File: config.mk
export PLATFORM = sky130hd
export DESIGN_NAME = irq_ctrl
export DESIGN_NICKNAME = d
export VERILOG_FILES = /design/src/hdl/irq_ctrl_pkg.sv /design/src/hdl/irq_ctrl.sv
export SDC_FILE = /design/constraint.sdc
export NUM_CORES = 1
export LEC_CHECK = 0
export BUFFER_PORTS_ARGS = -buffer_cell sky130_fd_sc_hd__buf_4
export CORE_UTILIZATION = 25
export CTS_BUF_LIST = sky130_fd_sc_hd__clkbuf_4 sky130_fd_sc_hd__clkbuf_8
export DETAILED_ROUTE_END_ITERATION = 8
export SLEW_MARGIN = 20
export SYNTH_ARGS = -nofsm -noshare
export SYNTH_HDL_FRONTEND = slang
export SYNTH_SLANG_ARGS = --single-unit
export TNS_END_PERCENT = 30
File: constraint.sdc
create_clock -name ref_clk -period 1.6 [get_ports ref_clk]
set_input_delay 0.08 -clock ref_clk [delete_from_list [all_inputs] [get_ports ref_clk]]
set_output_delay 0.08 -clock ref_clk [all_outputs]
set_load 0.05 [all_outputs]
File: src/hdl/irq_ctrl_pkg.sv
// Package: register map, bit positions, vectors and types of the controller
package irq_ctrl_pkg;

	// Register indexes on the plain register port
	localparam logic [2:0] ADDR_EDGE_SEL = 3'h0;
	localparam logic [2:0] ADDR_CTRL0    = 3'h1;
	localparam logic [2:0] ADDR_CTRL1    = 3'h2;
	localparam logic [2:0] ADDR_GRP0     = 3'h3;
	localparam logic [2:0] ADDR_GRP1     = 3'h4;
	localparam logic [2:0] ADDR_STATUS   = 3'h5;

	localparam logic [7:0] REG_RESET = 8'h00;

	// Control register 0 bit positions
	localparam int C0_TB1_F = 6;
	localparam int C0_TB0_F = 5;
	localparam int C0_EXTF  = 4;
	localparam int C0_TB1_E = 3;
	localparam int C0_TB0_E = 2;
	localparam int C0_EXTE  = 1;
	localparam int C0_GIE   = 0;

	// Control register 1 bit positions
	localparam int C1_G1F    = 7;
	localparam int C1_CONV_F = 6;
	localparam int C1_EEF    = 5;
	localparam int C1_G0F    = 4;
	localparam int C1_G1E    = 3;
	localparam int C1_CONV_E = 2;
	localparam int C1_EEE    = 1;
	localparam int C1_G0E    = 0;

	// Group register bit positions
	localparam int GR_AF = 5;
	localparam int GR_PF = 4;
	localparam int GR_AE = 1;
	localparam int GR_PE = 0;

	// Edge-select codes
	localparam logic [1:0] EDGE_OFF  = 2'h0;
	localparam logic [1:0] EDGE_RISE = 2'h1;
	localparam logic [1:0] EDGE_FALL = 2'h2;
	localparam logic [1:0] EDGE_BOTH = 2'h3;

	// Source index, in priority order, highest first
	localparam int NSRC    = 7;
	localparam int SRC_EXT = 0;
	localparam int SRC_TB0 = 1;
	localparam int SRC_TB1 = 2;
	localparam int SRC_G0  = 3;
	localparam int SRC_AD  = 4;
	localparam int SRC_EE  = 5;
	localparam int SRC_G1  = 6;

	localparam int PC_W = 12;

	// Vector addresses, plain defaults
	localparam logic [PC_W-1:0] VEC_EXT = 12'h004;
	localparam logic [PC_W-1:0] VEC_TB0 = 12'h008;
	localparam logic [PC_W-1:0] VEC_TB1 = 12'h00C;
	localparam logic [PC_W-1:0] VEC_G0  = 12'h010;
	localparam logic [PC_W-1:0] VEC_AD  = 12'h014;
	localparam logic [PC_W-1:0] VEC_EE  = 12'h018;
	localparam logic [PC_W-1:0] VEC_G1  = 12'h01C;

	typedef struct packed {
		logic       wr;
		logic       rd;
		logic [2:0] addr;
		logic [7:0] wdata;
	} reg_req_type;

	// Event pulses from peripherals
	typedef struct packed {
		logic tb0;
		logic tb1;
		logic ad;
		logic ee;
		logic t0a;
		logic t0p;
		logic t1a;
		logic t1p;
	} src_evt_type;

	// Request towards the CPU sequencer
	typedef struct packed {
		logic            req;
		logic [PC_W-1:0] vector;
		logic [PC_W-1:0] push_pc;
	} cpu_call_type;

endpackage

File: src/hdl/irq_ctrl.sv
// Interrupt controller: flags, enables, priority, call and return control
//
// Strobed register access and the register addresses were chosen for this implementation.
`timescale 1ns/10ps
module irq_ctrl
	import irq_ctrl_pkg::*;
(
	input  wire logic         ref_clk,     // System clock, 10 MHz
	input  wire logic         srst,        // Synchronous reset
	input  wire reg_req_type  bus_req,     // Register access
	output logic [7:0]        rdata,       // Read data, cycle after read
	input  wire logic         ext_pin,     // External interrupt pin
	input  wire src_evt_type  src_evt,     // Peripheral event pulses
	input  wire logic         stack_full,  // CPU stack is full
	input  wire logic         call_ack,    // CPU performed the call
	input  wire logic         reti,        // Return instruction executed
	input  wire logic [PC_W-1:0] next_pc,  // Address of next instruction
	input  wire logic [PC_W-1:0] pop_pc,   // Address popped from stack
	output cpu_call_type      call,        // Call request to CPU
	output logic              pc_load,     // Load program counter
	output logic [PC_W-1:0]   pc_value,    // Value to load
	output logic              wake         // Wake-up pulse
);

	typedef enum logic [1:0] {
		ST_IDLE = 2'b00,
		ST_CALL = 2'b01
	} seq_type;

	// Lowest set index wins
	function automatic logic [2:0] pick(input logic [NSRC-1:0] v);
		logic [2:0] r;
		r = 3'h7;
		for (int i = NSRC - 1; i >= 0; i--) begin
			if (v[i]) begin
				r = 3'(i);
			end
		end
		return r;
	endfunction

	function automatic logic [PC_W-1:0] vec_of(input logic [2:0] s);
		logic [PC_W-1:0] v;
		case (s)
			3'(SRC_EXT): v = VEC_EXT;
			3'(SRC_TB0): v = VEC_TB0;
			3'(SRC_TB1): v = VEC_TB1;
			3'(SRC_G0):  v = VEC_G0;
			3'(SRC_AD):  v = VEC_AD;
			3'(SRC_EE):  v = VEC_EE;
			default:     v = VEC_G1;
		endcase
		return v;
	endfunction

	logic [1:0]      edge_sel_r;
	logic [7:0]      ctrl0_r;
	logic [7:0]      ctrl1_r;
	logic [7:0]      grp0_r;
	logic [7:0]      grp1_r;
	logic            pin_s1_r;
	logic            pin_s2_r;
	logic            pin_d_r;
	seq_type         seq_r;
	logic [2:0]      sel_r;
	logic [NSRC-1:0] flags;
	logic [NSRC-1:0] flags_d_r;
	logic [3:0]      tflags;
	logic [3:0]      tflags_d_r;
	logic [NSRC-1:0] enab;
	logic [NSRC-1:0] pend;
	logic            ext_hit;
	logic            g0_rise;
	logic            g1_rise;
	logic            accept;
	logic [2:0]      win;
	logic            wr0;
	logic            wr1;
	logic            wrg0;
	logic            wrg1;
	logic            svc;

	assign wr0  = bus_req.wr && bus_req.addr == ADDR_CTRL0;
	assign wr1  = bus_req.wr && bus_req.addr == ADDR_CTRL1;
	assign wrg0 = bus_req.wr && bus_req.addr == ADDR_GRP0;
	assign wrg1 = bus_req.wr && bus_req.addr == ADDR_GRP1;

	// Pin synchroniser and edge detection
	always_ff @(posedge ref_clk) begin
		if (srst) begin
			pin_s1_r <= 1'b0;
			pin_s2_r <= 1'b0;
			pin_d_r  <= 1'b0;
		end else begin
			pin_s1_r <= ext_pin;
			pin_s2_r <= pin_s1_r;
			pin_d_r  <= pin_s2_r;
		end
	end

	always_comb begin
		case (edge_sel_r)
			EDGE_RISE: ext_hit = pin_s2_r && !pin_d_r;
			EDGE_FALL: ext_hit = !pin_s2_r && pin_d_r;
			EDGE_BOTH: ext_hit = pin_s2_r != pin_d_r;
			default:   ext_hit = 1'b0;
		endcase
	end

	assign flags = {ctrl1_r[C1_G1F], ctrl1_r[C1_EEF], ctrl1_r[C1_CONV_F],
	                ctrl1_r[C1_G0F], ctrl0_r[C0_TB1_F], ctrl0_r[C0_TB0_F],
	                ctrl0_r[C0_EXTF]};
	assign enab  = {ctrl1_r[C1_G1E], ctrl1_r[C1_EEE], ctrl1_r[C1_CONV_E],
	                ctrl1_r[C1_G0E], ctrl0_r[C0_TB1_E], ctrl0_r[C0_TB0_E],
	                ctrl0_r[C0_EXTE]};
	assign pend  = flags & enab;
	assign win   = pick(pend);
	assign accept = seq_r == ST_IDLE && ctrl0_r[C0_GIE] && |pend
	                && !stack_full;
	assign svc    = seq_r == ST_CALL && call_ack;

	// Group registers: timer flags only cleared by software
	always_ff @(posedge ref_clk) begin
		if (srst) begin
			grp0_r <= REG_RESET;
			grp1_r <= REG_RESET;
		end else begin
			if (wrg0) begin
				grp0_r[GR_AF] <= bus_req.wdata[GR_AF];
				grp0_r[GR_PF] <= bus_req.wdata[GR_PF];
				grp0_r[GR_AE] <= bus_req.wdata[GR_AE];
				grp0_r[GR_PE] <= bus_req.wdata[GR_PE];
			end
			if (wrg1) begin
				grp1_r[GR_AF] <= bus_req.wdata[GR_AF];
				grp1_r[GR_PF] <= bus_req.wdata[GR_PF];
				grp1_r[GR_AE] <= bus_req.wdata[GR_AE];
				grp1_r[GR_PE] <= bus_req.wdata[GR_PE];
			end
			// Set wins over clear; service never clears these
			if (src_evt.t0a) grp0_r[GR_AF] <= 1'b1;
			if (src_evt.t0p) grp0_r[GR_PF] <= 1'b1;
			if (src_evt.t1a) grp1_r[GR_AF] <= 1'b1;
			if (src_evt.t1p) grp1_r[GR_PF] <= 1'b1;
		end
	end

	// A timer flag rising, gated by its own enable, feeds its group
	assign g0_rise = (src_evt.t0a && grp0_r[GR_AE] && !grp0_r[GR_AF])
	              || (src_evt.t0p && grp0_r[GR_PE] && !grp0_r[GR_PF]);
	assign g1_rise = (src_evt.t1a && grp1_r[GR_AE] && !grp1_r[GR_AF])
	              || (src_evt.t1p && grp1_r[GR_PE] && !grp1_r[GR_PF]);

	// Timer flags wake the device too, whatever their enables
	assign tflags = {grp1_r[GR_AF], grp1_r[GR_PF], grp0_r[GR_AF],
	                 grp0_r[GR_PF]};

	// Control register 0
	always_ff @(posedge ref_clk) begin
		if (srst) begin
			ctrl0_r    <= REG_RESET;
			edge_sel_r <= EDGE_OFF;
		end else begin
			if (bus_req.wr && bus_req.addr == ADDR_EDGE_SEL) begin
				edge_sel_r <= bus_req.wdata[1:0];
			end
			if (wr0) begin
				ctrl0_r <= {1'b0, bus_req.wdata[6:0]};
			end
			if (accept) begin
				ctrl0_r[C0_GIE] <= 1'b0;
			end
			if (svc && sel_r == 3'(SRC_EXT)) ctrl0_r[C0_EXTF] <= 1'b0;
			if (svc && sel_r == 3'(SRC_TB0)) ctrl0_r[C0_TB0_F] <= 1'b0;
			if (svc && sel_r == 3'(SRC_TB1)) ctrl0_r[C0_TB1_F] <= 1'b0;
			if (ext_hit)     ctrl0_r[C0_EXTF] <= 1'b1;
			if (src_evt.tb0) ctrl0_r[C0_TB0_F] <= 1'b1;
			if (src_evt.tb1) ctrl0_r[C0_TB1_F] <= 1'b1;
		end
	end

	// Control register 1
	always_ff @(posedge ref_clk) begin
		if (srst) begin
			ctrl1_r <= REG_RESET;
		end else begin
			if (wr1) begin
				ctrl1_r <= bus_req.wdata;
			end
			if (svc && sel_r == 3'(SRC_G0)) ctrl1_r[C1_G0F] <= 1'b0;
			if (svc && sel_r == 3'(SRC_AD)) ctrl1_r[C1_CONV_F] <= 1'b0;
			if (svc && sel_r == 3'(SRC_EE)) ctrl1_r[C1_EEF] <= 1'b0;
			if (svc && sel_r == 3'(SRC_G1)) ctrl1_r[C1_G1F] <= 1'b0;
			if (src_evt.ad) ctrl1_r[C1_CONV_F] <= 1'b1;
			if (src_evt.ee) ctrl1_r[C1_EEF] <= 1'b1;
			if (g0_rise)    ctrl1_r[C1_G0F] <= 1'b1;
			if (g1_rise)    ctrl1_r[C1_G1F] <= 1'b1;
		end
	end

	// Call sequencer
	always_ff @(posedge ref_clk) begin
		if (srst) begin
			seq_r        <= ST_IDLE;
			sel_r        <= 3'h0;
			call         <= '0;
		end else begin
			case (seq_r)
				ST_IDLE: begin
					if (accept) begin
						seq_r        <= ST_CALL;
						sel_r        <= win;
						call.req     <= 1'b1;
						call.vector  <= vec_of(win);
						call.push_pc <= next_pc;
					end
				end
				ST_CALL: begin
					if (call_ack) begin
						seq_r    <= ST_IDLE;
						call.req <= 1'b0;
					end
				end
				default: begin
					seq_r    <= ST_IDLE;
					call.req <= 1'b0;
				end
			endcase
		end
	end

	// Program counter load on call and return
	always_ff @(posedge ref_clk) begin
		if (srst) begin
			pc_load  <= 1'b0;
			pc_value <= '0;
		end else begin
			pc_load <= svc || reti;
			if (svc) begin
				pc_value <= call.vector;
			end else if (reti) begin
				pc_value <= pop_pc;
			end
		end
	end

	// Wake on any flag low-to-high
	always_ff @(posedge ref_clk) begin
		if (srst) begin
			flags_d_r  <= '0;
			tflags_d_r <= '0;
			wake       <= 1'b0;
		end else begin
			flags_d_r  <= flags;
			tflags_d_r <= tflags;
			wake       <= |(flags & ~flags_d_r)
			              || |(tflags & ~tflags_d_r);
		end
	end

	// Read port
	always_ff @(posedge ref_clk) begin
		if (srst) begin
			rdata <= REG_RESET;
		end else if (bus_req.rd) begin
			case (bus_req.addr)
				ADDR_EDGE_SEL: rdata <= {6'h00, edge_sel_r};
				ADDR_CTRL0:    rdata <= ctrl0_r;
				ADDR_CTRL1:    rdata <= ctrl1_r;
				ADDR_GRP0:     rdata <= grp0_r;
				ADDR_GRP1:     rdata <= grp1_r;
				ADDR_STATUS:   rdata <= {4'h0, seq_r == ST_CALL, sel_r};
				default:       rdata <= REG_RESET;
			endcase
		end else begin
			rdata <= REG_RESET;
		end
	end

	property p_no_take_without_gie;
		@(posedge ref_clk) disable iff (srst)
		(seq_r == ST_IDLE && !ctrl0_r[C0_GIE]) |=> !call.req;
	endproperty
	a_no_take_without_gie: assert property (p_no_take_without_gie)
		else $error("call raised with global enable clear");

	property p_no_take_stack_full;
		@(posedge ref_clk) disable iff (srst)
		(seq_r == ST_IDLE && stack_full) |=> !call.req;
	endproperty
	a_no_take_stack_full: assert property (p_no_take_stack_full)
		else $error("call raised while stack full");

	property p_gie_cleared;
		@(posedge ref_clk) disable iff (srst)
		$rose(call.req) |-> !ctrl0_r[C0_GIE];
	endproperty
	a_gie_cleared: assert property (p_gie_cleared)
		else $error("global enable not cleared on entry");

	property p_enabled_only;
		@(posedge ref_clk) disable iff (srst)
		accept |-> enab[win] && flags[win];
	endproperty
	a_enabled_only: assert property (p_enabled_only)
		else $error("selected source not enabled");

	property p_priority;
		@(posedge ref_clk) disable iff (srst)
		(accept && pend[SRC_EXT]) |=> sel_r == 3'(SRC_EXT);
	endproperty
	a_priority: assert property (p_priority)
		else $error("pin request lost priority");

	property p_vector_load;
		@(posedge ref_clk) disable iff (srst)
		(svc && !reti) |=> pc_load && pc_value == $past(call.vector);
	endproperty
	a_vector_load: assert property (p_vector_load)
		else $error("vector not loaded after call");

	property p_return;
		@(posedge ref_clk) disable iff (srst)
		(reti && !svc) |=> pc_load && pc_value == $past(pop_pc);
	endproperty
	a_return: assert property (p_return)
		else $error("return address not loaded");

	property p_ext_cleared;
		@(posedge ref_clk) disable iff (srst)
		(svc && sel_r == 3'(SRC_EXT) && !ext_hit && !wr0)
		|=> !ctrl0_r[C0_EXTF];
	endproperty
	a_ext_cleared: assert property (p_ext_cleared)
		else $error("pin flag not cleared on service");

	property p_group_cleared;
		@(posedge ref_clk) disable iff (srst)
		(svc && sel_r == 3'(SRC_G0) && !g0_rise && !wr1)
		|=> !ctrl1_r[C1_G0F];
	endproperty
	a_group_cleared: assert property (p_group_cleared)
		else $error("group flag not cleared on service");

	property p_flag_sets;
		@(posedge ref_clk) disable iff (srst)
		src_evt.ad |=> ctrl1_r[C1_CONV_F];
	endproperty
	a_flag_sets: assert property (p_flag_sets)
		else $error("converter flag not set by event");

	property p_wake;
		@(posedge ref_clk) disable iff (srst)
		(|(flags & ~flags_d_r) || |(tflags & ~tflags_d_r)) |=> wake;
	endproperty
	a_wake: assert property (p_wake)
		else $error("no wake on rising flag");

endmodule // irq_ctrl

==> impl_results.md, run 1 <==
* Outcome: completed
* Latest clock arrival within the worst-skew pair at ~360 ps
* Dpl hpwl at 6990 um
* Vias in the first global route at 3,058
* DR WL/cell at 14.3 um
* Maximum clock path buffer count at 2
* Remaining global-route overflow at 0
* RSZ-0062 raised after global routing: no
* Antenna violations before repair at 0
* Startpoint Class: flop
* #FFs+latches synth at 81
* # setup viols final at 0
* Initial core utilization at 0.259
* Die Y at 119 um
* Yosys top cell by area: dfxtp_1
* Max Clock Freq at ~670 MHz
* Clock power frac at 0.360
* DIE WIDTH at around 120 um
* Reg clk slew, reported paths at 80 ps
* Gr usage total at 0.143
* Root buf cell: clkbuf_8
* Static Leak at 2.06 nW
* Total power at roughly 4.3 mW
* Fin util at 0.365
* Crit Path Class: flop to flop
* YS warnings at 0
* Die area at approximately 14,000 sq um
* Crit path capture type: flop
* Sequential cell area fraction in the yosys report at 0.470
* Synth top cells by count: dfxtp_1, nor2_1, mux2i_1
* Final WL at 9820 um
* Core box area at around 13,000 sq um
* PortBufs at ~90
* Drt first pass iters at 5
* Switching Fraction at 0.259
* Most common flop cell mapped by yosys: dfxtp_1
* Via density at 4.49
* Asr flop ratio synth at 0
* Hold_ws at 34.6 ps
* # Max-Cap Violations at 0
* Met3 wire length at 634 um
* Fin Setup TNS at 0 ps
* Clk sink count at just over 80
* TritonCTS clock tree: done
* Post-Syn Instances at about 370
* Period utilization at 0.933
* DRC Markers at 0
* Required @ worst endpoint at 1840 ps
* Crit-path max FO at 17
* Drt initial violations at 207
* IO Pins at 98
* WL met2 at 4620 um
* Power share of the sequential group at 0.497
* Post-Synthesis Cell Area at 3450 sq um
* Max VDD drop at 0.301 mV
* Post-synth top area share at 0.470
* Pin count of the biggest net entering global routing at 34
* Synthesis-to-finish area growth at 41.4%
* Site Rows at 42
* First-pass GRT wire length at 15,700 um
* Placer Congestion at 0.822
* Int Power at 3.17 mW
* HP Class: primary input to flop
* Final Hold Fails at 0
* DR vias at about 3,000
* Met1 WL at 4440 um
* Nets@finish at about 560
* Uppermost layer routed: met4
* Pwr dens at 876 nW/um^2
* NetSw at 1.11 mW
* Mean Syn Cell Area at ~9.3 sq um
* Critical path data arrival time at 1730 ps
* Yosys cell types at 44
* CTS H-tree depth at 3
* CTS Buf Count at 9
* Antenna cell count at 0
* Top cells by area, synth: dfxtp_1, mux2i_1, nor2_1
* Tmin final at 1490 ps
* Number of synthesized flops with an enable pin at 0
* Most common cell in the netlist: dfxtp_1
* Comb pwr share at 0.143
* Slew Viols, Final at 0
* Post-Route Skew at 11.0 ps
* Proportion of layout cells with a drive suffix above 1 at 0.285
* Routed Antenna Nets at 0
[critical path, cell delays in order (launching register included)]
cell     delay, ps
dfxtp_1        420
a22oi_2        100
nor2b_4        150
a31oi_2        220
buf_12         210
mux2i_1        210
nor2_1          60
[layout make-up]
class | count | area, sq um
fillers | 1355 | 8470
multi-input cells | 254 | 1630
flip-flops and latches | 81 | 1630
repair buffers | 139 | 1140
well taps | 176 | 220
clock buffers | 13 | 160
inverters | 18 | 67.6
clock inverters | 3 | 40.0
[metal layers]
| metal | track usage | up-vias |
|---|---|---|
| met2 | 0.234 | 122 |
| met1 | 0.182 | 1427 |
| li1 | - | 1515 |
| met5 | 0 | - |
| met3 | 0.0398 | 10 |
| met4 | 0.0438 | 0 |
[layout by cell type, fill, tap and decap left out, types with 3 or more instances in the layout]
cell             n
nor3_1           3
clkbuf_4         3
buf_4          105
clkbuf_8        10
nand2_1         24
conb_1           9
mux2_2           8
mux2i_1         44
dfxtp_2          3
a211oi_1         3
a31oi_1          9
nand2b_1         3
nor2_1          67
a21oi_1         20
nor2b_1         12
nand3_1          6
dfxtp_1         78
inv_1           18
o22ai_1          5
and2_1           3
dlygate4sd3_1   33
a22oi_1          8
[what timing repair did]
item	4_1_cts	5_1_grt
hold endpoints to repair	35	0
gates resized for setup	0	4
setup endpoints to repair	0	9
setup buffers	0	1
hold buffers	33	0
[kinds of logic after synthesis]
kind of cell    Yosys count  share of synthesized area
other cells               1                    0.00109
compound gates           64                      0.130
mux                      52                      0.154
fa+ha+maj                 2                    0.00725
buf+inv                  46                     0.0700
simple gates            127                      0.168
flops                    81                      0.470
[metrics by stage]
step / cells / worst slack, ps / area [sq um]
2_1_floorplan: 381 / 173 / 3480
3_3_place_gp: 634 / 107 / 4330
3_5_place_dp: 634 / 59.4 / 4330
4_1_cts: 683 / 53.0 / 4860
5_1_grt: 684 / 16.9 / 4880
6_report: 684 / 107 / 4880
[power by group through the flow]
stage / Sequential [mW] / Clock (mW) / Combinational, mW
6_report: 2.13 / 1.54 / 0.611
5_1_grt: 2.13 / 1.69 / 0.658
4_1_cts: 2.12 / 1.60 / 0.610
3_5_place_dp: 2.17 / 0 / 0.545
3_3_place_gp: 2.17 / 0 / 0.537
2_1_floorplan: 2.24 / 0 / 0.262
[path summary, 6_finish.rpt]
check / start / cells after the start / end / slack [ps]
worst max-delay path: ctrl0_r[2] / 6 / call[1] / 110
worst min-delay path: bus_req[1] / 3 / ctrl0_r[1] / 30
worst max register to register: ctrl0_r[2] / 6 / call[1] / 110
worst min register to register: pin_s1_r / 1 / pin_s2_r / 440
[state kept, by name (all words and copies together) (netlist names), 2 cells and up]
signal,flops
call,16
ctrl0_r,7
ctrl1_r,8
edge_sel_r,2
flags_d_r,7
grp0_r,4
grp1_r,4
pc_value,12
rdata,8
sel_r,3
tflags_d_r,4
Note: power is estimated with default switching activity, not from simulation.
==> run 2: changes to the inputs <==
ABC_AREA = 1   (was unset)
ABC_CLOCK_PERIOD_IN_PS = 1900   (was unset)
clock period = 1.9 ns   (was 1.6 ns; I/O delays follow)
==> run 2 against run 1 <==
Area after synthesis is 2.4% lower. Global-route usage grew 0.23 points. Design area shrank 4.6%. Largest cell class is now flip-flops and latches. Flip-flop and latch count unchanged. Critical path type unchanged.
==> impl_results.md, run 2 <==
* DRC Markers at 0
* PortBufs at about 90
* Routed Antenna Nets at 0
* # Max-Cap Violations at 0
* Most frequent cells in the layout: buf_4, nand2_1, dfxtp_1
* Fin util at 0.353
* Maximum clock path buffer count at 2
* Die Y at 118 um
* Biggest regs: call (16), pc_value (12)
* Nets@finish at 615
* Max Clock Freq at 623 MHz
* Latest clock arrival within the worst-skew pair at about 370 ps
* Critical-path top delay cell: dfxtp_1
* RSZ-0062 raised after global routing: no
* # setup viols final at 0
* CP cell instances: nand2_1 -> nand2_1 -> nor2_1 -> nand2_1 -> nand2_2 -> inv_4 -> nand3_1 -> nand2_1 -> nand2_1 -> nand2_1
* Synth top cells by count: nand2_1, dfxtp_1, nor2_1
* Fin Setup TNS at 0 ps
* Critical path data arrival time at 1860 ps
* Via density at 4.43
* Buffers & Inverters on Critical Path at 1
* Required @ worst endpoint at 2160 ps
* Most common cell after layout, fill and taps aside: buf_4
* CTS H-tree depth at 3
* TritonCTS clock tree: done
* Reg with most FFs: call
* Proportion of layout cells with a drive suffix above 1 at 0.231
* Drt initial violations at 152
* Vias in the first global route at 3,210
* Site Rows at 42
* Gr usage total at 0.145
* Outcome: completed
* Yosys cell types at 36
* Dpl hpwl at about 7200 um
* Yosys top cell by area: dfxtp_1
* Die area at roughly 14,000 sq um
* #FFs+latches synth at 81
* Worst hold start: bus_req[1]
* HP Class: primary input to flop
* First-pass GRT wire length at 15,700 um
* Final WL at 9780 um
* Root buf cell: clkbuf_8
* Total power at 3.51 mW
* Period utilization at 0.844
* YS warnings at 0
* Placer Congestion at 0.897
* DR WL/cell at 13.2 um
* Final Hold Fails at 0
* Post-Route Skew at 16.2 ps
* Crit Path Class: flop to flop
* Crit-path max FO at 19
* Crit-path max cell delay at 330 ps
* Antenna violations before repair at 0
* DR vias at ~3,300
* CTS Buf Count at 9
* DIE WIDTH at about 120 um
* Most common cell in the netlist: nand2_1
* Top cells by area, synth: dfxtp_1, nand2_1, nor2_1
* Cell area after layout at 4660 sq um
* Clk sink count at 81
* Reg2Reg Launch Point: ctrl1_r[0]
* Core box area at 13,200 sq um
* Sequential cell area fraction in the yosys report at 0.481
* Crit path capture type: flop
* Slew Viols, Final at 0
* Post-Synthesis Cell Area at 3370 sq um
* Max FFs per register at 16
* Startpoint Class: flop
* Tmin final at 1600 ps
* Synthesis-to-finish area growth at 38.2%
* Remaining global-route overflow at 0
* Reg clk slew, reported paths at 90 ps
* Asr flop ratio synth at 0
* Antenna cell count at 0
* Most common flop cell mapped by yosys: dfxtp_1
* Initial core utilization at 0.255
* Critical Path Most Common Cell: nand2_1
* Pin count of the biggest net entering global routing at 32
* Drt first pass iters at 4
* Mean Syn Cell Area at 7.60 sq um
* Post-synth top area share at 0.481
* Cell family contributing the most delay on the critical path: simple AND/OR/NAND/NOR gates
* Static Leak at around 2.1 nW
* Hold_ws at 4.70 ps
* IO Pins at between 90 and 100
* Max VDD drop at between 0.2 and 0.25 mV
* Placed Area at between 4000 and 5000 sq um
* Number of synthesized flops with an enable pin at 0
* Post-Syn Instances at around 440
* Worst setup path startpoint: ctrl1_r[0]
* Pwr dens at 755 nW/um^2
[run 2: cell types whose count changed after synthesis, moves of 5 or more]
cell      delta
o22ai_1      +9
nor2b_1     -12
mux2i_1     -44
nand2_2      +5
nor2_1       +5
o211ai_1     +5
inv_1       +30
a22oi_1      -8
nand2_1     +62
a21oi_1     +15
mux2_2       -8
o211ai_2     +5
o21ai_0     +29
[run 2: cell families (layout without fill, tap and decap cells)]
kind of cell    count (synthesis)  in the layout  synth area share
fa+ha+maj                       2              2           0.00743
other cells                     1              9           0.00111
simple gates                  181            181             0.226
compound gates                102            102             0.180
buf+inv                        76            192             0.104
flops                          81             81             0.481
[run 2: routing by layer]
metal	global-route usage	wire length, um	up-vias
met2	0.244	4550	117
met4	0.0729	239	0
met3	0.0305	575	21
met5	0	0	-
met1	0.175	4410	1496
li1	-	-	1656
[run 2: cell type report]
cell class / count / area, sq um
clock buffers: 11 / 151
multi-input cells: 294 / 1430
fillers: 1392 / 8530
inverters: 55 / 215
clock inverters: 5 / 38.8
flip-flops and latches: 81 / 1620
well taps: 176 / 220
repair buffers: 121 / 983
[run 2: repair_timing]
item                                   CTS  global route
hold buffers                            30             0
gates resized for setup                  0             0
setup buffers                            0             0
endpoints found under the hold margin   30             0
[run 2: where the power goes]
| group | total (mW) | switching [mW] | internal (mW) |
|---|---|---|---|
| Clock | 1.21 | 0.659 | 0.553 |
| Sequential | 1.79 | 0.0298 | 1.76 |
| Combinational | 0.516 | 0.310 | 0.205 |
| Total | 3.51 | 1.00 | 2.52 |
[run 2: path summary, 6_finish.rpt]
path / end / slack (ps) / cells after the start
min: ctrl1_r[1] / 5 / 3
max reg2reg: call[15] / 300 / 10
min reg2reg: pin_s2_r / 410 / 2
max: call[15] / 300 / 10
[run 2: worst register-to-register path, delay by kind of cell, from the launching register on]
family | cells | cell delay (ps)
DFF | 1 | 330
buffers and inverters | 1 | 150
and+or+nand+nor | 9 | 1010
[run 2: metrics by stage]
| stage | instances | setup slack, ps |
|---|---|---|
| floorplan | 451 | 684 |
| CTS | 743 | 301 |
| finish | 743 | 296 |
| global placement | 697 | 392 |
| global route | 743 | 119 |
| detailed placement | 697 | 327 |
==> run 3: changes to the inputs <==
ABC_AREA = 0   (was 1)
ABC_CLOCK_PERIOD_IN_PS = 1700   (was 1900)
clock period = 1.7 ns   (was 1.9 ns; I/O delays follow)
==> run 3 against run 2 <==
Via count shrank 8.1%. Flip-flop and latch count unchanged. Clock-buffer cell count decreased by 1. Global-route usage down 1.0 points. Clock power is 31% higher. Sequential share of layout area down 1.4 points. Critical path type unchanged. Critical endpoint unchanged. Highest routed layer unchanged.
==> impl_results.md, run 3 (synthesis results as in run 1) <==
* Antenna violations before repair at 0
* Startpoint Class: flop
* Tmin final at 1500 ps
* Proportion of layout cells with a drive suffix above 1 at 0.266
* Via density at between 4 and 5
* Clk sink count at 81
* Worst hold endpoint: ctrl0_r[1]
* Vias in the first global route at 2,928
* Synthesis-to-finish area growth at 40.5%
* Crit-path max cell delay at 430 ps
* Final WL at a little over 9000 um
* HP Class: primary input to flop
* Final Hold Fails at 0
* Static Leak at 2.03 nW
* Critical-path top delay cell: dfxtp_1
* Crit Path Class: flop to flop
* DRC Markers at 0
* Drt initial violations at 140
* Worst hold start: bus_req[1]
* Worst r2r dst: call[15]
* Reg2Reg Launch Point: ctrl0_r[5]
* Outcome: completed
* IO Pins at 98
* Max FFs per register at 16
* Register-to-register setup slack at roughly 200 ps
* DIE WIDTH at 119 um
* Max Clock Freq at 667 MHz
* Cell area after layout at 4850 sq um
* Crit-path max FO at 6
* DR WL/cell at 13.8 um
* Multi-input logic area at 1620 sq um
* Remaining global-route overflow at 0
* # setup viols final at 0
* Die Y at 119 um
* Critical path data arrival time at 1750 ps
* Maximum clock path buffer count at 2
* Antenna cell count at 0
* Latest clock arrival within the worst-skew pair at 360 ps
* Cell family contributing the most delay on the critical path: compound AO/OA/AOI/OAI gates
* PortBufs at 88
* Routed Antenna Nets at 0
* Hold path depth at 3
* Most common cell after layout, fill and taps aside: buf_4
* RSZ-0062 raised after global routing: no
* Fin Setup TNS at 0 ps
* Reg with most FFs: call
* Die area at 14,300 sq um
* Initial core utilization at 0.259
* Hold_ws at 32.6 ps
* Storage element area at between 1500 and 2000 sq um
* Required @ worst endpoint at just under 2000 ps
* Placer Congestion at between 0.8 and 0.9
* First-pass GRT wire length at 14,900 um
* Max VDD drop at 0.465 mV
* DR vias at 3,024
* Placed insts at 626
* Post-Route Skew at 13.7 ps
* Reg clk slew, reported paths at 90 ps
* Crit path capture type: flop
* Pin count of the biggest net entering global routing at 64
* Slew Viols, Final at 0
* Pwr dens at 856 nW/um^2
* TritonCTS clock tree: done
* Dpl hpwl at approximately 6700 um
* Placed Area at 4280 sq um
* R2R depth at 5
* Root buf cell: clkbuf_8
* CTS Buf Count at 9
* Gr usage total at 0.135
* CTS H-tree depth at 3
* Biggest regs: call (16), pc_value (12)
* Most frequent cells in the layout: buf_4, dfxtp_1, nor2_1
* Filler cells at ~1,400
* Buffers & Inverters on Critical Path at 0
* Nets@finish at about 550
* Drt first pass iters at 4
* Core box area at 13,300 sq um
* Period utilization at 0.882
* Final Non-Filler Cells at 676
* Site Rows at 42
* # Max-Cap Violations at 0
* CP cell instances: nand2_1 -> a32o_1 -> a31oi_2 -> a2bb2oi_1 -> o22ai_1
## run 3: changes by cell type in the layout (fill, tap and decap cells not counted), sizes merged, moves of 10 or more
cell,before,now
nor2b,0,14
nand2,92,24
o21ai,32,2
o211ai,10,0
a21oi,38,20
mux2i,0,44
inv,54,18
## run 3: worst max-delay path by stage
stage / cells after the start / to / slack [ps] / from
floorplan: 7 / call[15] / 270 / ctrl0_r[1]
global placement: 5 / call[15] / 260 / ctrl0_r[5]
detailed placement: 6 / call[11] / 200 / ctrl1_r[0]
CTS: 6 / call[11] / 190 / ctrl1_r[0]
global route: 5 / call[15] / 70 / ctrl1_r[5]
finish: 5 / call[15] / 200 / ctrl0_r[5]
## run 3: layout make-up
| type | instances | area share |
|---|---|---|
| Sequential cell | 81 | 0.334 |
| Inverter | 18 | 0.0139 |
| Timing Repair Buffer | 131 | 0.225 |
| Multi-Input combinational cell | 254 | 0.334 |
| Clock inverter | 6 | 0.0188 |
| Clock buffer | 10 | 0.0284 |
| Tap cell | 176 | 0.0454 |
## run 3: tightest hold or removal path, delay by kind of cell
family | cells | cell delay (ps)
buffers and inverters | 1 | 140
AO/OA/AOI/OAI | 1 | 50
AND/OR/NAND/NOR | 1 | 70
## run 3: what timing repair did
action	CTS	global route
hold endpoints to repair	36	0
buffers inserted	0	0
hold buffers	34	0
gates resized for setup	0	0
## run 3: through the flow
| step | setup slack (ps) | power, mW | utilization |
|---|---|---|---|
| 2_1_floorplan | 273 | 2.36 | - |
| 3_3_place_gp | 259 | 2.54 | 0.321 |
| 3_5_place_dp | 204 | 2.55 | 0.321 |
| 4_1_cts | 191 | 4.21 | 0.363 |
| 5_1_grt | 72.7 | 4.35 | 0.363 |
| 6_report | 201 | 4.15 | 0.363 |
## run 3: power breakdown
group / switching, mW / internal (mW)
clock network: 0.713 / 0.872
logic: 0.309 / 0.253
registers: 0.0452 / 1.96
total: 1.07 / 3.08
## run 3: per-layer routing
layer,track usage,routed length [um]
met5,0,0
met1,0.168,4190
met4,0.0484,129
met3,0.0388,618
met2,0.220,4370
